[src/pkg/airs_params.svh]
`ifndef AIRS_PARAMS_SVH
`define AIRS_PARAMS_SVH
// Register word indices (byte address = 4 * index)
`define AIRS_IDX_INSEL    4'h7
`define AIRS_IDX_CTRLB    4'h3
`define AIRS_IDX_ACTIVE   4'h8
`define AIRS_IDX_STATUS   4'h9
`define AIRS_IDX_MASK     4'hA
`define AIRS_IDX_RESULT   4'hB
`define AIRS_INSEL_RST    8'h00
`define AIRS_CTRLB_RST    8'h00
// Field positions
`define AIRS_REF_LO_HI    7
`define AIRS_REF_LO_LO    6
`define AIRS_ALIGN_BIT    5
`define AIRS_CHAN_MSB_BIT 3
`define AIRS_REF_HI_BIT   4
`define AIRS_GAIN_SEL_BIT 6
// Status bits
`define AIRS_ST_DONE      0
`define AIRS_ST_REFCHG    1
// Conversion lengths in converter clock cycles
`define AIRS_CONV_NORMAL  5'd13
`define AIRS_CONV_LONG    5'd25
// Channel codes
`define AIRS_CH_SE_LAST   6'h0A
`define AIRS_CH_BANDGAP   6'h1E
`define AIRS_CH_GROUND    6'h1F
`define AIRS_CH_TEMP      6'h3F
`endif

[src/pkg/airs_pkg.sv]
package airs_pkg;
  typedef enum logic [2:0] {
    AIRS_REF_SUPPLY, AIRS_REF_EXT, AIRS_REF_1V1, AIRS_REF_RSVD, AIRS_REF_2V56, AIRS_REF_2V56_BYP
  } airs_ref_type;
  typedef enum logic [2:0] {
    AIRS_IN_SINGLE, AIRS_IN_DIFF, AIRS_IN_BANDGAP, AIRS_IN_GROUND, AIRS_IN_TEMP
  } airs_in_type;
  typedef enum logic [1:0] {
    AIRS_GAIN_NONE, AIRS_GAIN_1X, AIRS_GAIN_8X, AIRS_GAIN_20X_32X
  } airs_gain_raw_type;
  typedef enum logic [2:0] {
    AIRS_G_NONE, AIRS_G_1, AIRS_G_8, AIRS_G_20, AIRS_G_32
  } airs_gain_type;
endpackage : airs_pkg

[src/design/airs_chan_decode.sv]
`timescale 1ns/100ps
`include "airs_params.svh"
module airs_chan_decode (
  input  wire logic [5:0]            code_i,    // Channel code
  input  wire logic                  boost_i,   // Gain boost select
  output airs_pkg::airs_in_type      kind_o,    // Input kind
  output logic [3:0]                 pos_o,     // Positive / single input
  output logic [3:0]                 neg_o,     // Negative input
  output airs_pkg::airs_gain_type    gain_o     // Applied gain
);
  import airs_pkg::*;
  logic [3:0] p;
  logic [3:0] n;
  logic       hi;
  // Table lookup of pair and gain class
  always_comb begin
    p  = 4'h0;
    n  = 4'h0;
    hi = 1'b1;
    kind_o = AIRS_IN_DIFF;
    unique case (code_i)
      6'h0B: begin p = 4'h0; n = 4'h1; end
      6'h0C: begin p = 4'h0; n = 4'h1; hi = 1'b0; end
      6'h0D: begin p = 4'h1; n = 4'h1; end
      6'h0E: begin p = 4'h2; n = 4'h1; end
      6'h0F: begin p = 4'h2; n = 4'h1; hi = 1'b0; end
      6'h10: begin p = 4'h2; n = 4'h3; hi = 1'b0; end
      6'h11: begin p = 4'h3; n = 4'h3; end
      6'h12: begin p = 4'h4; n = 4'h3; end
      6'h13: begin p = 4'h4; n = 4'h3; hi = 1'b0; end
      6'h14: begin p = 4'h4; n = 4'h5; end
      6'h15: begin p = 4'h4; n = 4'h5; hi = 1'b0; end
      6'h16: begin p = 4'h5; n = 4'h5; end
      6'h17: begin p = 4'h6; n = 4'h5; end
      6'h18: begin p = 4'h6; n = 4'h5; hi = 1'b0; end
      6'h19: begin p = 4'h8; n = 4'h9; end
      6'h1A: begin p = 4'h8; n = 4'h9; hi = 1'b0; end
      6'h1B: begin p = 4'h9; n = 4'h9; end
      6'h1C: begin p = 4'hA; n = 4'h9; end
      6'h1D: begin p = 4'hA; n = 4'h9; hi = 1'b0; end
      `AIRS_CH_BANDGAP: kind_o = AIRS_IN_BANDGAP;
      `AIRS_CH_GROUND: kind_o = AIRS_IN_GROUND;
      6'h20, 6'h21: begin p = 4'h0; n = 4'h1; hi = ~code_i[0]; end
      6'h22, 6'h23: begin p = 4'h1; n = 4'h0; hi = ~code_i[0]; end
      6'h24, 6'h25: begin p = 4'h1; n = 4'h2; hi = ~code_i[0]; end
      6'h26, 6'h27: begin p = 4'h2; n = 4'h1; hi = ~code_i[0]; end
      6'h28, 6'h29: begin p = 4'h2; n = 4'h0; hi = ~code_i[0]; end
      6'h2A, 6'h2B: begin p = 4'h0; n = 4'h2; hi = ~code_i[0]; end
      6'h2C, 6'h2D: begin p = 4'h4; n = 4'h5; hi = ~code_i[0]; end
      6'h2E, 6'h2F: begin p = 4'h5; n = 4'h4; hi = ~code_i[0]; end
      6'h30, 6'h31: begin p = 4'h5; n = 4'h6; hi = ~code_i[0]; end
      6'h32, 6'h33: begin p = 4'h6; n = 4'h5; hi = ~code_i[0]; end
      6'h34, 6'h35: begin p = 4'h6; n = 4'h4; hi = ~code_i[0]; end
      6'h36, 6'h37: begin p = 4'h4; n = 4'h6; hi = ~code_i[0]; end
      6'h38, 6'h39: begin p = 4'h0; n = 4'h0; hi = ~code_i[0]; end
      6'h3A: begin p = 4'h1; n = 4'h1; end
      6'h3B: begin p = 4'h2; n = 4'h2; end
      6'h3C: begin p = 4'h4; n = 4'h4; end
      6'h3D: begin p = 4'h5; n = 4'h5; end
      6'h3E: begin p = 4'h6; n = 4'h6; end
      `AIRS_CH_TEMP: begin kind_o = AIRS_IN_TEMP; p = 4'hB; end
      default: begin
        kind_o = AIRS_IN_SINGLE;
        p      = code_i[3:0];
      end
    endcase
  end
  always_comb begin
    pos_o = p;
    neg_o = n;
    if (kind_o != AIRS_IN_DIFF) begin
      gain_o = AIRS_G_NONE;
    end else if (hi) begin
      // Boost only on upper half codes
      gain_o = (boost_i && code_i[5]) ? AIRS_G_32 : AIRS_G_20;
    end else begin
      gain_o = (boost_i && code_i[5]) ? AIRS_G_8 : AIRS_G_1;
    end
  end
endmodule : airs_chan_decode

[src/design/airs_align.sv]
`timescale 1ns/100ps
module airs_align (
  input  wire logic [9:0]  result_i,  // Raw 10-bit result
  input  wire logic        left_i,    // Left align select
  output logic [15:0]      data_o     // Data register pair
);
  always_comb begin
    if (left_i) begin
      data_o = {result_i, 6'h00};
    end else begin
      data_o = {6'h00, result_i};
    end
  end
endmodule : airs_align

[src/design/airs_top.sv]
`timescale 1ns/100ps
`include "airs_params.svh"
//
// Contract
// - Reference selector is high bit from ctrl B plus register bits 7:6.
// - 00 picks supply, 01 external pin; high bit ignored for both.
// - 010 picks internal 1.1V; 011 is reserved.
// - 110 internal 2.56V, pin off; 111 same with pin bypass.
// - Reference writes during conversion apply after completion flag sets.
// - After any reference change next conversion lasts 25 converter clocks.
// - Bit 5 one gives left aligned result, zero right aligned.
// - Alignment change reformats data registers immediately, even mid conversion.
// - Six-bit channel code from bits 4:0 plus msb picks inputs.
// - Differential codes also choose the gain stage setting.
// - Channel changes during conversion wait for completion; old channel used.
// - Codes tying one pin to both inputs are supported for offset.
// - Code 111111 selects the temperature sensor as single-ended.
// - Gain boost turns 20x into 32x and 1x into 8x, only for codes with the msb set.
// - Control B bit 3 is channel code msb.
// - Completion flag sets once result registers hold the new value.
//
module airs_top (
  input  wire logic                  clk_i,       // 200 MHz clock
  input  wire logic                  rst_i,       // Sync reset, active high
  input  wire logic [5:0]            wb_adr_i,    // Byte address
  input  wire logic [31:0]           wb_dat_i,    // Write data
  input  wire logic [3:0]            wb_sel_i,    // Byte enables
  input  wire logic                  wb_we_i,     // Write enable
  input  wire logic                  wb_cyc_i,    // Cycle
  input  wire logic                  wb_stb_i,    // Strobe
  output logic [31:0]                wb_dat_o,    // Read data
  output logic                       wb_ack_o,    // Acknowledge
  input  wire logic                  conv_busy_i, // Converter running
  input  wire logic                  conv_end_i,  // Result written pulse
  input  wire logic [9:0]            conv_res_i,  // Converter result
  output logic                       conv_long_o, // Next conversion 25 clocks
  output airs_pkg::airs_ref_type     ref_sel_o,   // Active reference
  output logic                       ext_ref_pin_en_o, // Reference on pin
  output airs_pkg::airs_in_type      in_kind_o,   // Active input kind
  output logic [3:0]                 in_pos_o,    // Positive input index
  output logic [3:0]                 in_neg_o,    // Negative input index
  output airs_pkg::airs_gain_type    gain_o,      // Active gain
  output logic [15:0]                data_o,      // Aligned data pair
  output logic                       irq_o        // Interrupt level
);
  import airs_pkg::*;
  ////////////////////////////////////////////////////////////////////////////
  logic [7:0]  insel_r,  insel_nxt;
  logic [7:0]  ctrlb_r,  ctrlb_nxt;
  logic [2:0]  ext_ref_pin_r,   ext_ref_pin_nxt;
  logic [5:0]  achan_r,  achan_nxt;
  logic        aboost_r, aboost_nxt;
  logic        long_r,   long_nxt;
  logic        busy_q_r;
  logic [1:0]  stat_r,   stat_nxt;
  logic [1:0]  mask_r,   mask_nxt;
  logic [9:0]  res_r,    res_nxt;
  logic        ack_r,    ack_nxt;
  logic [31:0] rdat_r,   rdat_nxt;
  logic        irq_r,    irq_nxt;
  logic [3:0]  ptr_pos_r, ptr_neg_r;
  airs_ref_type  ref_r;
  airs_in_type   kind_r, kind_w;
  airs_gain_type gain_r, gain_w;
  logic [15:0] data_r, data_w;
  logic [3:0]  pos_w, neg_w;
  logic        pin_r, pin_nxt;
  logic        wr, rd;
  logic [3:0]  idx;
  logic [2:0]  ref_req;
  logic        ref_chg;
  airs_ref_type ref_nxt;
  ////////////////////////////////////////////////////////////////////////////
  // Bus decode
  assign idx = wb_adr_i[5:2];
  assign wr  = wb_cyc_i & wb_stb_i & wb_we_i & ~ack_r & wb_sel_i[0];
  assign rd  = wb_cyc_i & wb_stb_i & ~ack_r;
  assign ref_req = {ctrlb_nxt[`AIRS_REF_HI_BIT], insel_nxt[`AIRS_REF_LO_HI:`AIRS_REF_LO_LO]};
  assign ref_chg = (ref_req != {ctrlb_r[`AIRS_REF_HI_BIT], insel_r[`AIRS_REF_LO_HI:`AIRS_REF_LO_LO]});
  // Register writes
  always_comb begin
    insel_nxt = insel_r;
    ctrlb_nxt = ctrlb_r;
    mask_nxt  = mask_r;
    if (wr && idx == `AIRS_IDX_INSEL) begin
      insel_nxt = wb_dat_i[7:0];
    end
    if (wr && idx == `AIRS_IDX_CTRLB) begin
      ctrlb_nxt = {wb_dat_i[7:6], 1'b0, wb_dat_i[4:0]};
    end
    if (wr && idx == `AIRS_IDX_MASK) begin
      mask_nxt = wb_dat_i[1:0];
    end
  end
  ////////////////////////////////////////////////////////////////////////////
  // Active selection, deferred while busy
  always_comb begin
    ext_ref_pin_nxt   = ext_ref_pin_r;
    achan_nxt  = achan_r;
    aboost_nxt = aboost_r;
    long_nxt   = long_r;
    res_nxt    = res_r;
    stat_nxt   = stat_r;
    if (ref_chg) begin
      long_nxt = 1'b1;
    end else if (conv_busy_i && !busy_q_r) begin
      // Converter took the flag at its start
      long_nxt = 1'b0;
    end
    if (!conv_busy_i || conv_end_i) begin
      ext_ref_pin_nxt   = ref_req;
      achan_nxt  = {ctrlb_nxt[`AIRS_CHAN_MSB_BIT], insel_nxt[4:0]};
      aboost_nxt = ctrlb_nxt[`AIRS_GAIN_SEL_BIT];
    end
    if (conv_end_i) begin
      res_nxt = conv_res_i;
    end
    if (wr && idx == `AIRS_IDX_STATUS) begin
      stat_nxt = stat_r & ~wb_dat_i[1:0];
    end
    if (conv_end_i) begin
      stat_nxt[`AIRS_ST_DONE] = 1'b1;
    end
    if (ref_chg) begin
      stat_nxt[`AIRS_ST_REFCHG] = 1'b1;
    end
  end
  // Reference decode
  always_comb begin
    pin_nxt = 1'b0;
    unique case (ext_ref_pin_r[1:0])
      2'b00: ref_nxt = AIRS_REF_SUPPLY;
      2'b01: ref_nxt = AIRS_REF_EXT;
      2'b10: ref_nxt = ext_ref_pin_r[2] ? AIRS_REF_2V56 : AIRS_REF_1V1;
      default: begin
        ref_nxt = ext_ref_pin_r[2] ? AIRS_REF_2V56_BYP : AIRS_REF_RSVD;
        pin_nxt = ext_ref_pin_r[2];
      end
    endcase
  end
  airs_chan_decode u_dec (
    .code_i  (achan_r),
    .boost_i (aboost_r),
    .kind_o  (kind_w),
    .pos_o   (pos_w),
    .neg_o   (neg_w),
    .gain_o  (gain_w)
  );
  airs_align u_align (
    .result_i (res_nxt),
    .left_i   (insel_nxt[`AIRS_ALIGN_BIT]),
    .data_o   (data_w)
  );
  ////////////////////////////////////////////////////////////////////////////
  // Bus answer and interrupt
  always_comb begin
    ack_nxt  = rd;
    rdat_nxt = 32'h0000_0000;
    irq_nxt  = |(stat_nxt & mask_nxt);
    if (rd) begin
      unique case (idx)
        `AIRS_IDX_INSEL:  rdat_nxt = {24'h000000, insel_r};
        `AIRS_IDX_CTRLB:  rdat_nxt = {24'h000000, ctrlb_r};
        `AIRS_IDX_ACTIVE: rdat_nxt = {22'h000000, long_r, ext_ref_pin_r, achan_r};
        `AIRS_IDX_STATUS: rdat_nxt = {30'h00000000, stat_r};
        `AIRS_IDX_MASK:   rdat_nxt = {30'h00000000, mask_r};
        `AIRS_IDX_RESULT: rdat_nxt = {16'h0000, data_r};
        default:          rdat_nxt = 32'h0000_0000;
      endcase
    end
  end
  // State registers
  always_ff @(posedge clk_i) begin
    if (rst_i) begin
      insel_r   <= `AIRS_INSEL_RST;
      ctrlb_r   <= `AIRS_CTRLB_RST;
      ext_ref_pin_r    <= 3'h0;
      achan_r   <= 6'h00;
      aboost_r  <= 1'b0;
      long_r    <= 1'b0;
      busy_q_r  <= 1'b0;
      stat_r    <= 2'h0;
      mask_r    <= 2'h0;
      res_r     <= 10'h000;
      ack_r     <= 1'b0;
      rdat_r    <= 32'h0000_0000;
      irq_r     <= 1'b0;
      ref_r     <= AIRS_REF_SUPPLY;
      pin_r     <= 1'b0;
      kind_r    <= AIRS_IN_SINGLE;
      gain_r    <= AIRS_G_NONE;
      ptr_pos_r <= 4'h0;
      ptr_neg_r <= 4'h0;
      data_r    <= 16'h0000;
    end else begin
      insel_r   <= insel_nxt;
      ctrlb_r   <= ctrlb_nxt;
      ext_ref_pin_r    <= ext_ref_pin_nxt;
      achan_r   <= achan_nxt;
      aboost_r  <= aboost_nxt;
      long_r    <= long_nxt;
      busy_q_r  <= conv_busy_i;
      stat_r    <= stat_nxt;
      mask_r    <= mask_nxt;
      res_r     <= res_nxt;
      ack_r     <= ack_nxt;
      rdat_r    <= rdat_nxt;
      irq_r     <= irq_nxt;
      ref_r     <= ref_nxt;
      pin_r     <= pin_nxt;
      kind_r    <= kind_w;
      gain_r    <= gain_w;
      ptr_pos_r <= pos_w;
      ptr_neg_r <= neg_w;
      data_r    <= data_w;
    end
  end
  // Outputs
  assign wb_dat_o         = rdat_r;
  assign wb_ack_o         = ack_r;
  assign conv_long_o      = long_r;
  assign ref_sel_o        = ref_r;
  assign ext_ref_pin_en_o = pin_r;
  assign in_kind_o        = kind_r;
  assign in_pos_o         = ptr_pos_r;
  assign in_neg_o         = ptr_neg_r;
  assign gain_o           = gain_r;
  assign data_o           = data_r;
  assign irq_o            = irq_r;
endmodule : airs_top

[config.mk]
export PLATFORM = sky130hd
export DESIGN_NAME = airs_top
export DESIGN_NICKNAME = d
export VERILOG_FILES = /design/src/pkg/airs_pkg.sv /design/src/design/airs_chan_decode.sv /design/src/design/airs_align.sv /design/src/design/airs_top.sv
export VERILOG_INCLUDE_DIRS = /design/src /design/src/pkg
export SDC_FILE = /design/constraint.sdc
export NUM_CORES = 1
export LEC_CHECK = 0
export ABC_AREA = 1
export BUFFER_PORTS_ARGS = -buffer_cell sky130_fd_sc_hd__buf_2
export CAP_MARGIN = 25
export CORE_MARGIN = 2
export CORE_UTILIZATION = 50
export DETAILED_ROUTE_END_ITERATION = 10
export HOLD_SLACK_MARGIN = 0.03
export MAX_ROUTING_LAYER = met4
export PLACE_DENSITY = 0.78
export SYNTH_ARGS = -nofsm -noshare
export SYNTH_HDL_FRONTEND = slang
export SYNTH_SLANG_ARGS = --single-unit
[constraint.sdc]
create_clock -name clk_i -period 3.4 [get_ports clk_i]
set_input_delay 0.51 -clock clk_i [delete_from_list [all_inputs] [get_ports clk_i]]
set_output_delay 0.51 -clock clk_i [all_outputs]
set_load 0.01 [all_outputs]
==> metrics.md, run 1 <==
| Metric | Value |
|---|---|
| CTS tree | `yes` |
| RSZ-0062 raised after global routing | `false` |
| All-Layer GR Usage | `a little over a quarter` |
| Mux share of post-synthesis cell area | `0%` |
| Wire length per cell | `roughly 15 um` |
| FFs w/ async S/R, synth | `0%` |
| CP Data Required Time | `approximately 3.7 ns` |
| Post-Synth Adder-Cell Area | `0%` |
| CP Capture Type | `register` |
| Fillers | `796` |
| Initial antenna violation count | `0` |
| Post-cts resize count | `0` |
| Status | `completed` |
| Worst R2R Setup Slack | `1.22 ns` |
| #FFs+latches synth | `93` |
| Postcts setup bufs | `0` |
| Final hold violation count | `0` |
| Register area | `1860 sq um` |
| Critical Path Fanout Max | `13` |
| Vias in the first global route | `approximately 3,700` |
| Clock-pin slew on the worst setup and hold paths | `~0.1 ns` |
| Ranking of synthesized cells by area | `dfxtp_1 (44%), nand2_1 (15%), nor2_1 (7.8%)` |
| Cts hold-fix bufs | `0` |
| Post-synthesis simple-gate area fraction | `34.4%` |
| Most frequent cells in the layout | `nand2_1 (174), dfxtp_1 (93), nor2_1 (88), buf_2 (82), inv_1 (63)` |
| Grt ovf | `0` |
| Crit path to | `in_pos_o[2]` |
| Unique masters post-synth | `37` |
| Pin count of the biggest net entering global routing | `34` |
| Layout cells sized above 1 | `19.7%` |
| Startpoint Class | `register` |
| HP Class | `in2reg` |
| Post-route DRC violation count | `0` |
| Final setup fails | `0` |
| First-pass GRT wire length | `about 19,000 um` |
| Ant diodes | `0` |
| Complex-gate fraction of the synthesized area | `slightly above 10%` |
| Post-synth EDFFs | `0` |
| Worst Setup SP | `achan_r[1]` |
| Die height | `approximately 96 um` |
| Kind of critical path | `reg2reg` |
| Most common cell after layout, fill and taps aside | `nand2_1` |
| Power per cell area | `434 nW/um^2` |
| Routed WL | `between 10,000 and 15,000 um` |
| Root Buffer | `clkbuf_8` |
| Initial Util | `51.7%` |
| Worst-margin pin slew | `0.680 ns` |
| Core area | `8220 sq um` |
| MaxCap Viol Count | `0` |
| Iteration-0 DRC Markers | `235` |
| Period minus WS final | `2.18 ns` |
| Skew-Pair Late Insertion Delay | `0.36 ns` |
| Multi-input gate area in the final layout | `1950 sq um` |
| Hpwl dp | `8920 um` |
| Max Freq | `around 460 MHz` |
| Final period util | `between 60% and 70%` |
| DR pass1 iterations | `5` |
| Core Rows | `33` |
| Dominant synthesized flop cell | `dfxtp_1` |
| IO Pins | `128` |
| Final core area utilization | `59.4%` |
| H-Tree Depth | `3` |
| Synth top area share | `a little over two fifths` |
| Die ar. | `9250 sq um` |
| Cell Area, Synth | `4250 sq um` |
| Final antenna-violating net count | `0` |
| Placer's final routability congestion estimate | `about 1` |
| FF-to-FF End | `in_pos_o[2]` |
| YS warnings | `0` |
| Worst hold start | `conv_busy_i` |
| Fin nets | `743` |
| FF-to-FF Start | `achan_r[1]` |
| Largest family of logic cells by synthesized area | `simple AND/OR/NAND/NOR gates` |
| Slew Limit Fails | `0` |
| Setup TNS | `0 ns` |
| Worst vdd ir | `269 uV` |
| Number of CTS-inserted buffers | `9` |
| Port bufs | `82` |
| Worst relative slew slack | `54.5%` |
| Post-synth top area cell | `dfxtp_1` |
| CTS Buffer Depth | `2` |
| CP arrival | `approximately 2.4 ns` |
| Mapped Cells | `approximately 600` |
| Avg Inst Size Synth | `roughly 7 sq um` |
| Post-Synth XOR/XNOR Area | `0%` |
| Leak Pwr | `between 0.002 and 0.003 uW` |
| Layout area overhead | `14.9%` |
| Clk sinks | `between 90 and 100` |
| Die width | `96.2 um` |
| Worst Reg-to-Reg Cells | `11` |
| Setup Skew | `between 0.006 and 0.007 ns` |
| Via count | `4,122` |
| Seq/Total Area, Yosys | `43.8%` |
| Via density per instance | `5.19` |
## worst max-delay path, stage by stage (launching register included)
cell     delay (ns)
dfxtp_1        0.66
inv_2          0.22
nand2_1        0.13
nor2_1         0.08
nand2_1        0.14
nand2_1        0.07
nor2_1         0.22
nand3_1        0.16
nor2_4         0.17
nand3_1        0.10
nand2_1        0.07
nor2_1         0.05
## registers in the layout, indices dropped and copies added, names as in the netlist, 3 cells and up
| signal | cells |
|---|---|
| ctrlb_r | 7 |
| res_r | 10 |
| wb_dat_o | 16 |
| data_o | 16 |
| ext_ref_pin_r | 3 |
| in_kind_o | 3 |
| in_pos_o | 4 |
| insel_r | 8 |
| ref_sel_o | 3 |
| in_neg_o | 4 |
| gain_o | 3 |
| achan_r | 6 |
## cells by family (layout without fill, tap and decap cells)
| group | after synthesis | count (layout) |
|---|---|---|
| simple gates | 336 | 336 |
| flops | 93 | 93 |
| compound gates | 68 | 68 |
| buf+inv | 104 | 176 |
| other cells | 1 | 16 |
## per-layer routing
metal	GRT usage, %	vias to the layer above	part of all wire [%]
li1	-	2043	-
met1	35.4	1902	44
met2	42.5	159	48
met3	5.09	18	6.6
met4	9.64	0	1.9
met5	-	-	0
## synth_stat cells (5+ instances only)
| cell | count |
|---|---|
| nand2_1 | 174 |
| dfxtp_1 | 93 |
| nor2_1 | 88 |
| inv_1 | 63 |
| nand3_1 | 33 |
| o21ai_0 | 19 |
| a21oi_1 | 17 |
| buf_4 | 16 |
| o211ai_1 | 11 |
| nand4_1 | 9 |
| clkbuf_1 | 8 |
| inv_2 | 7 |
| nand2_2 | 6 |
| a221oi_1 | 5 |
| nand3_2 | 5 |
| nor3_1 | 5 |
## stage by stage
stage	total power, uW	cell area (sq um)	setup WS (ns)	instances	hold WS [ns]
CTS	2130	4880	1.18	794	0.379
finish	2120	4880	1.22	794	0.379
global placement	1340	4670	0.973	778	0.423
detailed placement	1350	4670	0.950	778	0.429
floorplan	1290	4310	1.74	617	0.424
global route	2200	4880	0.992	794	0.441
## power breakdown
part / total, uW / switching [uW] / leakage [uW] / internal [uW]
logic: 187 / 128 / 0.00176 / 58.5
clock network: 796 / 437 / 0.000103 / 359
registers: 1140 / 18.1 / 0.000756 / 1120
## worst min-delay path by stage
stage | endpoint | slack (ns) | cells after the start
after global placement | wb_dat_o[11] | 0.42 | 2
after detailed placement | wb_dat_o[13] | 0.43 | 2
after CTS | busy_q_r | 0.38 | 3
after global routing | busy_q_r | 0.44 | 3
final | busy_q_r | 0.38 | 3
after floorplan | ctrlb_r[1] | 0.42 | 2
## layout make-up
| cell class | count | share of cell area [%] |
|---|---|---|
| Inverter | 73 | 5.61 |
| Multi-Input combinational cell | 420 | 40.0 |
| Tap cell | 105 | 2.69 |
| Clock buffer | 9 | 2.54 |
| Timing Repair Buffer | 87 | 9.17 |
| Sequential cell | 93 | 38.1 |
| Clock inverter | 7 | 1.90 |
(Power assumes the default switching activity.)
==> run 2: changes to the inputs <==
CORE_UTILIZATION = 46   (was 50)
PLACE_DENSITY = 0.75   (was 0.78)
clock period = 1.88 ns   (was 3.4 ns; I/O delays follow)
==> run 2 against run 1 <==
  * Clock skew up 0.015 ns
  * Routed wire length rose by 2.0%
  * Global-route usage is 2.0 points lower
  * Combinational power rose by 91%
  * Fmax up 26%
  * Core utilization down 4.7 points
  * Count of clock-buffer cells in the layout is 2 higher
  * First-iteration DRC count shrank 2.6%
  * Critical endpoint is now in_pos_o[0]
==> metrics.md, run 2 (synthesized netlist as in run 1, its figures left out) <==
| Metric | Value |
|---|---|
| Status | `completed (unchanged)` |
| Worst Setup SP | `achan_r[4] (was achan_r[1])` |
| Skew-Pair Late Insertion Delay | `0.37 ns (was 0.36 ns)` |
| Critical Path Fanout Max | `12 (was 13)` |
| CTS Buffer Depth | `2 (unchanged)` |
| Fillers | `885 (was 796)` |
| Worst relative slew slack | `66.2% (was 54.5%)` |
| Period minus WS final | `1.72 ns (was 2.18 ns)` |
| H-Tree Depth | `3 (unchanged)` |
| Core area | `9110 sq um (was 8220 sq um)` |
| Final period util | `91.6% (was 64.0%)` |
| Wire length per cell | `14.8 um (was 14.9 um)` |
| Startpoint Class | `register (unchanged)` |
| Die ar. | `10,000 sq um (was 9250 sq um)` |
| Placer's final routability congestion estimate | `0.978 (was 0.977)` |
| Total power | `3690 uW (was 2120 uW)` |
| Layout cells sized above 1 | `22.3% (was 19.7%)` |
| Sequential power share | `55.6% (was 53.6%)` |
| RSZ-0062 raised after global routing | `false (unchanged)` |
| Most common cell after layout, fill and taps aside | `nand2_1 (unchanged)` |
| Final antenna-violating net count | `0 (unchanged)` |
| Via density per instance | `5.14 (was 5.19)` |
| HP Class | `in2reg (unchanged)` |
| CP bufs+invs | `1 (unchanged)` |
| Comb power frac | `9.7% (was 8.8%)` |
| Power per cell area | `740 nW/um^2 (was 434 nW/um^2)` |
| Via count | `4,187 (was 4,122)` |
| Die width | `100 um (was 96.2 um)` |
| Delay-heaviest family, CP | `simple AND/OR/NAND/NOR gates (unchanged)` |
| Layout area overhead | `17.4% (was 14.9%)` |
| Routed WL | `12,000 um (was 11,800 um)` |
| CP arrival | `1.98 ns (was 2.44 ns)` |
| Max Freq | `581 MHz (was 460 MHz)` |
| Internal | `2680 uW (was 1530 uW)` |
| Clk pwr share | `34.7% (was 37.6%)` |
| Die height | `100 um (was 96.2 um)` |
| CTS tree | `yes (unchanged)` |
| FF-to-FF Start | `achan_r[4] (was achan_r[1])` |
| Fin nets | `758 (was 743)` |
| Sw power | `1010 uW (was 584 uW)` |
| IO Pins | `128 (unchanged)` |
| Critical path, cell by cell | `nand2_1 > inv_1 > nand3_1 > nand2_1 > nor2_1 > nand3_2 > nor2_4 > nand3_1 > nand2_1 > nor2_1 (was inv_2 > nand2_1 > nor2_1 > nand2_1 > nand2_1 > nor2_1 > nand3_1 > nor2_4 > nand3_1 > nand2_1 > nor2_1)` |
| Worst hold start | `conv_busy_i (unchanged)` |
| Worst-margin pin slew | `0.505 ns (was 0.680 ns)` |
| Most frequent cells in the layout | `nand2_1 (173), dfxtp_1 (88), nor2_1 (87), buf_2 (82), inv_1 (63) (was nand2_1 (174), dfxtp_1 (93), nor2_1 (88), buf_2 (82), inv_1 (63))` |
| Pin count of the biggest net entering global routing | `26 (was 34)` |
| Core Rows | `35 (was 33)` |
| Vias in the first global route | `3,910 (was 3,704)` |
| Most common cell on crit path | `nand2_1 (unchanged)` |
| Post-route DRC violation count | `0 (unchanged)` |
| MaxCap Viol Count | `0 (unchanged)` |
| CP Data Required Time | `2.14 ns (was 3.66 ns)` |
| First-pass GRT wire length | `19,200 um (was 18,600 um)` |
| Cts hold-fix bufs | `0 (unchanged)` |
| Iteration-0 DRC Markers | `229 (was 235)` |
| Clk sinks | `93 (unchanged)` |
| All-Layer GR Usage | `25.3% (was 27.3%)` |
| Final setup fails | `0 (unchanged)` |
| Switch share | `27.5% (was 27.6%)` |
| Kind of critical path | `reg2reg (unchanged)` |
| Final hold violation count | `0 (unchanged)` |
| Initial Util | `46.7% (was 51.7%)` |
| DR pass1 iterations | `5 (unchanged)` |
| Ant diodes | `0 (unchanged)` |
| Max incr delay on CP | `0.38 ns (was 0.66 ns)` |
| Slowest stage cell on the critical path | `dfxtp_1 (unchanged)` |
| Worst vdd ir | `341 uV (was 269 uV)` |
| Leak Pwr | `0.00269 uW (was 0.00261 uW)` |
| Clock-pin slew on the worst setup and hold paths | `0.10 ns (about the same)` |
| Number of CTS-inserted buffers | `9 (unchanged)` |
| CP Capture Type | `register (unchanged)` |
| Port bufs | `82 (unchanged)` |
| Slew Limit Fails | `0 (unchanged)` |
| Hpwl dp | `9340 um (was 8920 um)` |
| Setup Skew | `0.0218 ns (was 0.00630 ns)` |
| Initial antenna violation count | `0 (unchanged)` |
| Root Buffer | `clkbuf_8 (unchanged)` |
| Grt ovf | `0 (unchanged)` |
| Final core area utilization | `54.8% (was 59.4%)` |
run 2: repair_timing:
item / in CTS / in global routing
resized for setup: 0 / 8
buffers inserted: 0 / 0
endpoints found under the setup margin: 0 / 13
run 2: path summary, 6_finish.rpt:
check	slack, ns	depth (start not counted)	to
max	0.16	10	in_pos_o[0]
max reg2reg	0.16	10	in_pos_o[0]
min reg2reg	0.42	2	wb_dat_o[14]
min	0.21	3	busy_q_r
run 2: metrics by stage:
stage          hold WS [ns]  setup slack, ns  TNS [ns]  area, sq um  std cells
2_1_floorplan         0.415            0.421         0         4310        617
3_3_place_gp          0.422           0.0436         0         4790        799
3_5_place_dp          0.426          -0.0659    -0.275         4790        799
4_1_cts               0.195           0.0149         0         4970        815
5_1_grt               0.214           0.0164         0         4990        815
6_report              0.207            0.158         0         4990        815
run 2: worst min-delay path, delay by kind of cell:
family | cells | cell delay, ns
buf+inv | 2 | 0.19
simple gates | 1 | 0.06
run 2: layout make-up:
| class | instances | area (sq um) | area share, % |
|---|---|---|---|
| clock buffer | 11 | 141 | 2.83 |
| clock inverter | 5 | 42.5 | 0.853 |
| inverter | 73 | 274 | 5.49 |
| multi-input combinational | 420 | 1960 | 39.4 |
| sequential | 93 | 1870 | 37.4 |
| tap | 111 | 139 | 2.78 |
| timing repair buffer | 102 | 561 | 11.2 |
run 2: routing by layer:
metal | vias to the layer above | wire length, um | global-route usage, %
li1 | 2080 | - | -
met1 | 1910 | 5190 | 31.6
met2 | 164 | 5810 | 40.7
met3 | 33 | 700 | 4.67
met4 | 0 | 333 | 9.69
met5 | - | 0 | -
run 2: power by group through the flow:
stage | sequential (uW) | combinational, uW | clock (uW)
2_1_floorplan | 2100 | 227 | 0
3_3_place_gp | 2090 | 350 | 0
3_5_place_dp | 2100 | 353 | 0
4_1_cts | 2050 | 354 | 1300
5_1_grt | 2060 | 399 | 1380
6_report | 2050 | 358 | 1280
==> run 3: changes to the inputs <==
PLACE_DENSITY = 0.83   (was 0.75)
REMOVE_ABC_BUFFERS = 1   (was not set)
==> run 3 against run 2 <==
  * Die area unchanged
  * Hold slack worse by 0.037 ns
  * Design area up 1.7%
  * Clock power about the same
  * Power up 0.34%
  * Combinational power about the same
  * Sequential power about the same
  * First-iteration DRC count up 14%
  * Final cell count up 1.3%
  * Global-route usage about the same
  * Worst setup slack worse by 0.054 ns
  * Count of clock-buffer cells in the layout down 2
  * Critical endpoint is now in_pos_o[2]
==> metrics.md, run 3 (synthesized netlist as in run 1, its figures left out) <==
| Metric | Value |
|---|---|
| Final WS setup | `0.104 ns (was 0.158 ns)` |
| Final hold violation count | `0 (unchanged)` |
| Post-route DRC violation count | `0 (unchanged)` |
| MaxCap Viol Count | `0 (unchanged)` |
| Core area | `9110 sq um (unchanged)` |
| Critical Path Fanout Max | `7 (was 12)` |
| Fillers | `860 (was 885)` |
| Max incr delay on CP | `0.50 ns (was 0.38 ns)` |
| Initial Util | `46.7% (unchanged)` |
| Power per cell area | `730 nW/um^2 (was 740 nW/um^2)` |
| CP arrival | `2.04 ns (was 1.98 ns)` |
| Iteration-0 DRC Markers | `262 (was 229)` |
| Placed Area | `4830 sq um (was 4790 sq um)` |
| Top layer in use | `met4 (unchanged)` |
| Wire length per cell | `14.5 um (was 14.8 um)` |
| Layout cells sized above 1 | `23.8% (was 22.3%)` |
| Final period util | `94.5% (was 91.6%)` |
| All-Layer GR Usage | `25.3% (about the same)` |
| CTS tree | `yes (unchanged)` |
| Most frequent cells in the layout | `nand2_1 (172), dfxtp_1 (90), nor2_1 (86), buf_2 (82), inv_1 (62) (was nand2_1 (173), dfxtp_1 (88), nor2_1 (87), buf_2 (82), inv_1 (63))` |
| Met3 Routed Length | `781 um (was 700 um)` |
| Delay-heaviest family, CP | `simple AND/OR/NAND/NOR gates (unchanged)` |
| Slowest stage cell on the critical path | `dfxtp_1 (unchanged)` |
| Number of CTS-inserted buffers | `9 (unchanged)` |
| Met1 Wirelength | `4880 um (was 5190 um)` |
| Via count | `4,268 (was 4,187)` |
| Clk sinks | `93 (unchanged)` |
| CTS Buffer Depth | `2 (unchanged)` |
| Post-route cell area | `5070 sq um (was 4990 sq um)` |
| CP Capture Type | `register (unchanged)` |
| Most common cell after layout, fill and taps aside | `nand2_1 (unchanged)` |
| Worst Reg-to-Reg Cells | `10 (unchanged)` |
| Ant diodes | `0 (unchanged)` |
| Hpwl dp | `9010 um (was 9340 um)` |
| Setup WS pre-CTS | `0.109 ns (was -0.0659 ns)` |
| Die width | `100 um (unchanged)` |
| Placer's final routability congestion estimate | `1.01 (was 0.978)` |
| Kind of critical path | `reg2reg (unchanged)` |
| Initial antenna violation count | `0 (unchanged)` |
| Final antenna-violating net count | `0 (unchanged)` |
| Skew-Pair Late Insertion Delay | `0.36 ns (was 0.37 ns)` |
| Die ar. | `10,000 sq um (unchanged)` |
| Layout area overhead | `19.4% (was 17.4%)` |
| Most common cell on crit path | `nor2_1 (was nand2_1)` |
| First-pass GRT wire length | `19,300 um (was 19,200 um)` |
| Met2 WL post-DR | `5830 um (was 5810 um)` |
| Final core area utilization | `55.7% (was 54.8%)` |
| Leak Pwr | `0.00272 uW (was 0.00269 uW)` |
| Max Freq | `563 MHz (was 581 MHz)` |
| Routed WL | `12,000 um (about the same)` |
| Port bufs | `82 (unchanged)` |
| DR pass1 iterations | `5 (unchanged)` |
| Final setup fails | `0 (unchanged)` |
| Worst vdd ir | `539 uV (was 341 uV)` |
| Core Rows | `35 (unchanged)` |
| Clock-pin slew on the worst setup and hold paths | `0.10 ns (about the same)` |
| Startpoint Class | `register (unchanged)` |
| Die height | `100 um (unchanged)` |
| HP Class | `in2reg (unchanged)` |
| CP Data Required Time | `2.14 ns (about the same)` |
| IO Pins | `128 (unchanged)` |
| Setup Skew | `0.00969 ns (was 0.0218 ns)` |
| Via density per instance | `5.17 (was 5.14)` |
| H-Tree Depth | `3 (unchanged)` |
| Vias in the first global route | `4,016 (was 3,910)` |
| Grt ovf | `0 (unchanged)` |
| CP bufs+invs | `1 (unchanged)` |
| WP depth | `10 (unchanged)` |
| Period minus WS final | `1.78 ns (was 1.72 ns)` |
| Root Buffer | `clkbuf_8 (unchanged)` |
| Slew Limit Fails | `0 (unchanged)` |
| Placed insts | `805 (was 799)` |
| Fin nets | `769 (was 758)` |
| WHS Path Cells | `3 (unchanged)` |
| Pin count of the biggest net entering global routing | `30 (was 26)` |
| Status | `completed (unchanged)` |
| Critical path, cell by cell | `nor2_1 > buf_4 > nand3_4 > nand2_2 > nor2_2 > nand3_2 > nor2_4 > nand3_1 > nand2_1 > nor2_1 (was nand2_1 > inv_1 > nand3_1 > nand2_1 > nor2_1 > nand3_2 > nor2_4 > nand3_1 > nand2_1 > nor2_1)` |
| Cts hold-fix bufs | `0 (unchanged)` |
| Post-Layout Cell Count | `826 (was 815)` |
==> run 3: final cells by class <==
cell class                 instances  area, sq um  share of cell area, %
clock buffer                       9          124                   2.44
clock inverter                     7         65.1                   1.28
inverter                          73          278                   5.47
multi-input combinational        420         1960                   38.7
sequential                        93         1870                   36.8
tap                              111          139                   2.74
timing repair buffer             113          641                   12.6
==> run 3: worst min-delay path, cell delays in order <==
cell and delay [ns]:
buf_2 0.08, inv_1 0.05, nor2_1 0.09
==> run 3: routing by layer <==
layer | up-vias | track usage [%]
met5 | - | -
met4 | 0 | 10.9
met1 | 1943 | 29.7
met3 | 40 | 5.22
li1 | 2093 | -
met2 | 192 | 42.1
==> run 3: power by group <==
group	internal [uW]	switching, uW	total (uW)	leakage (uW)
Clock	508	785	1290	0.0000909
Sequential	2020	28.1	2050	0.000757
Combinational	122	239	361	0.00188
Total	2650	1050	3700	0.00272
==> run 3: path summary, 6_finish.rpt <==
| path | start | to | slack (ns) |
|---|---|---|---|
| worst max-delay path | achan_r[3] | in_pos_o[2] | 0.10 |
| worst min-delay path | conv_busy_i | busy_q_r | 0.17 |
| worst max register to register | achan_r[3] | in_pos_o[2] | 0.10 |
| worst min register to register | data_o[14] | wb_dat_o[14] | 0.44 |
==> run 3: metrics by stage <==
stage | hold slack, ns | power, uW | TNS [ns]
after global routing | 0.168 | 3860 | -0.0341
after CTS | 0.161 | 3710 | 0
after detailed placement | 0.426 | 2450 | 0
final | 0.170 | 3700 | 0
after floorplan | 0.351 | 2290 | 0
after global placement | 0.418 | 2440 | 0
==> run 3: repair_timing <==
action,in CTS,in global routing
endpoints found under the setup margin,0,7
buffers inserted,0,5
resized for setup,0,8
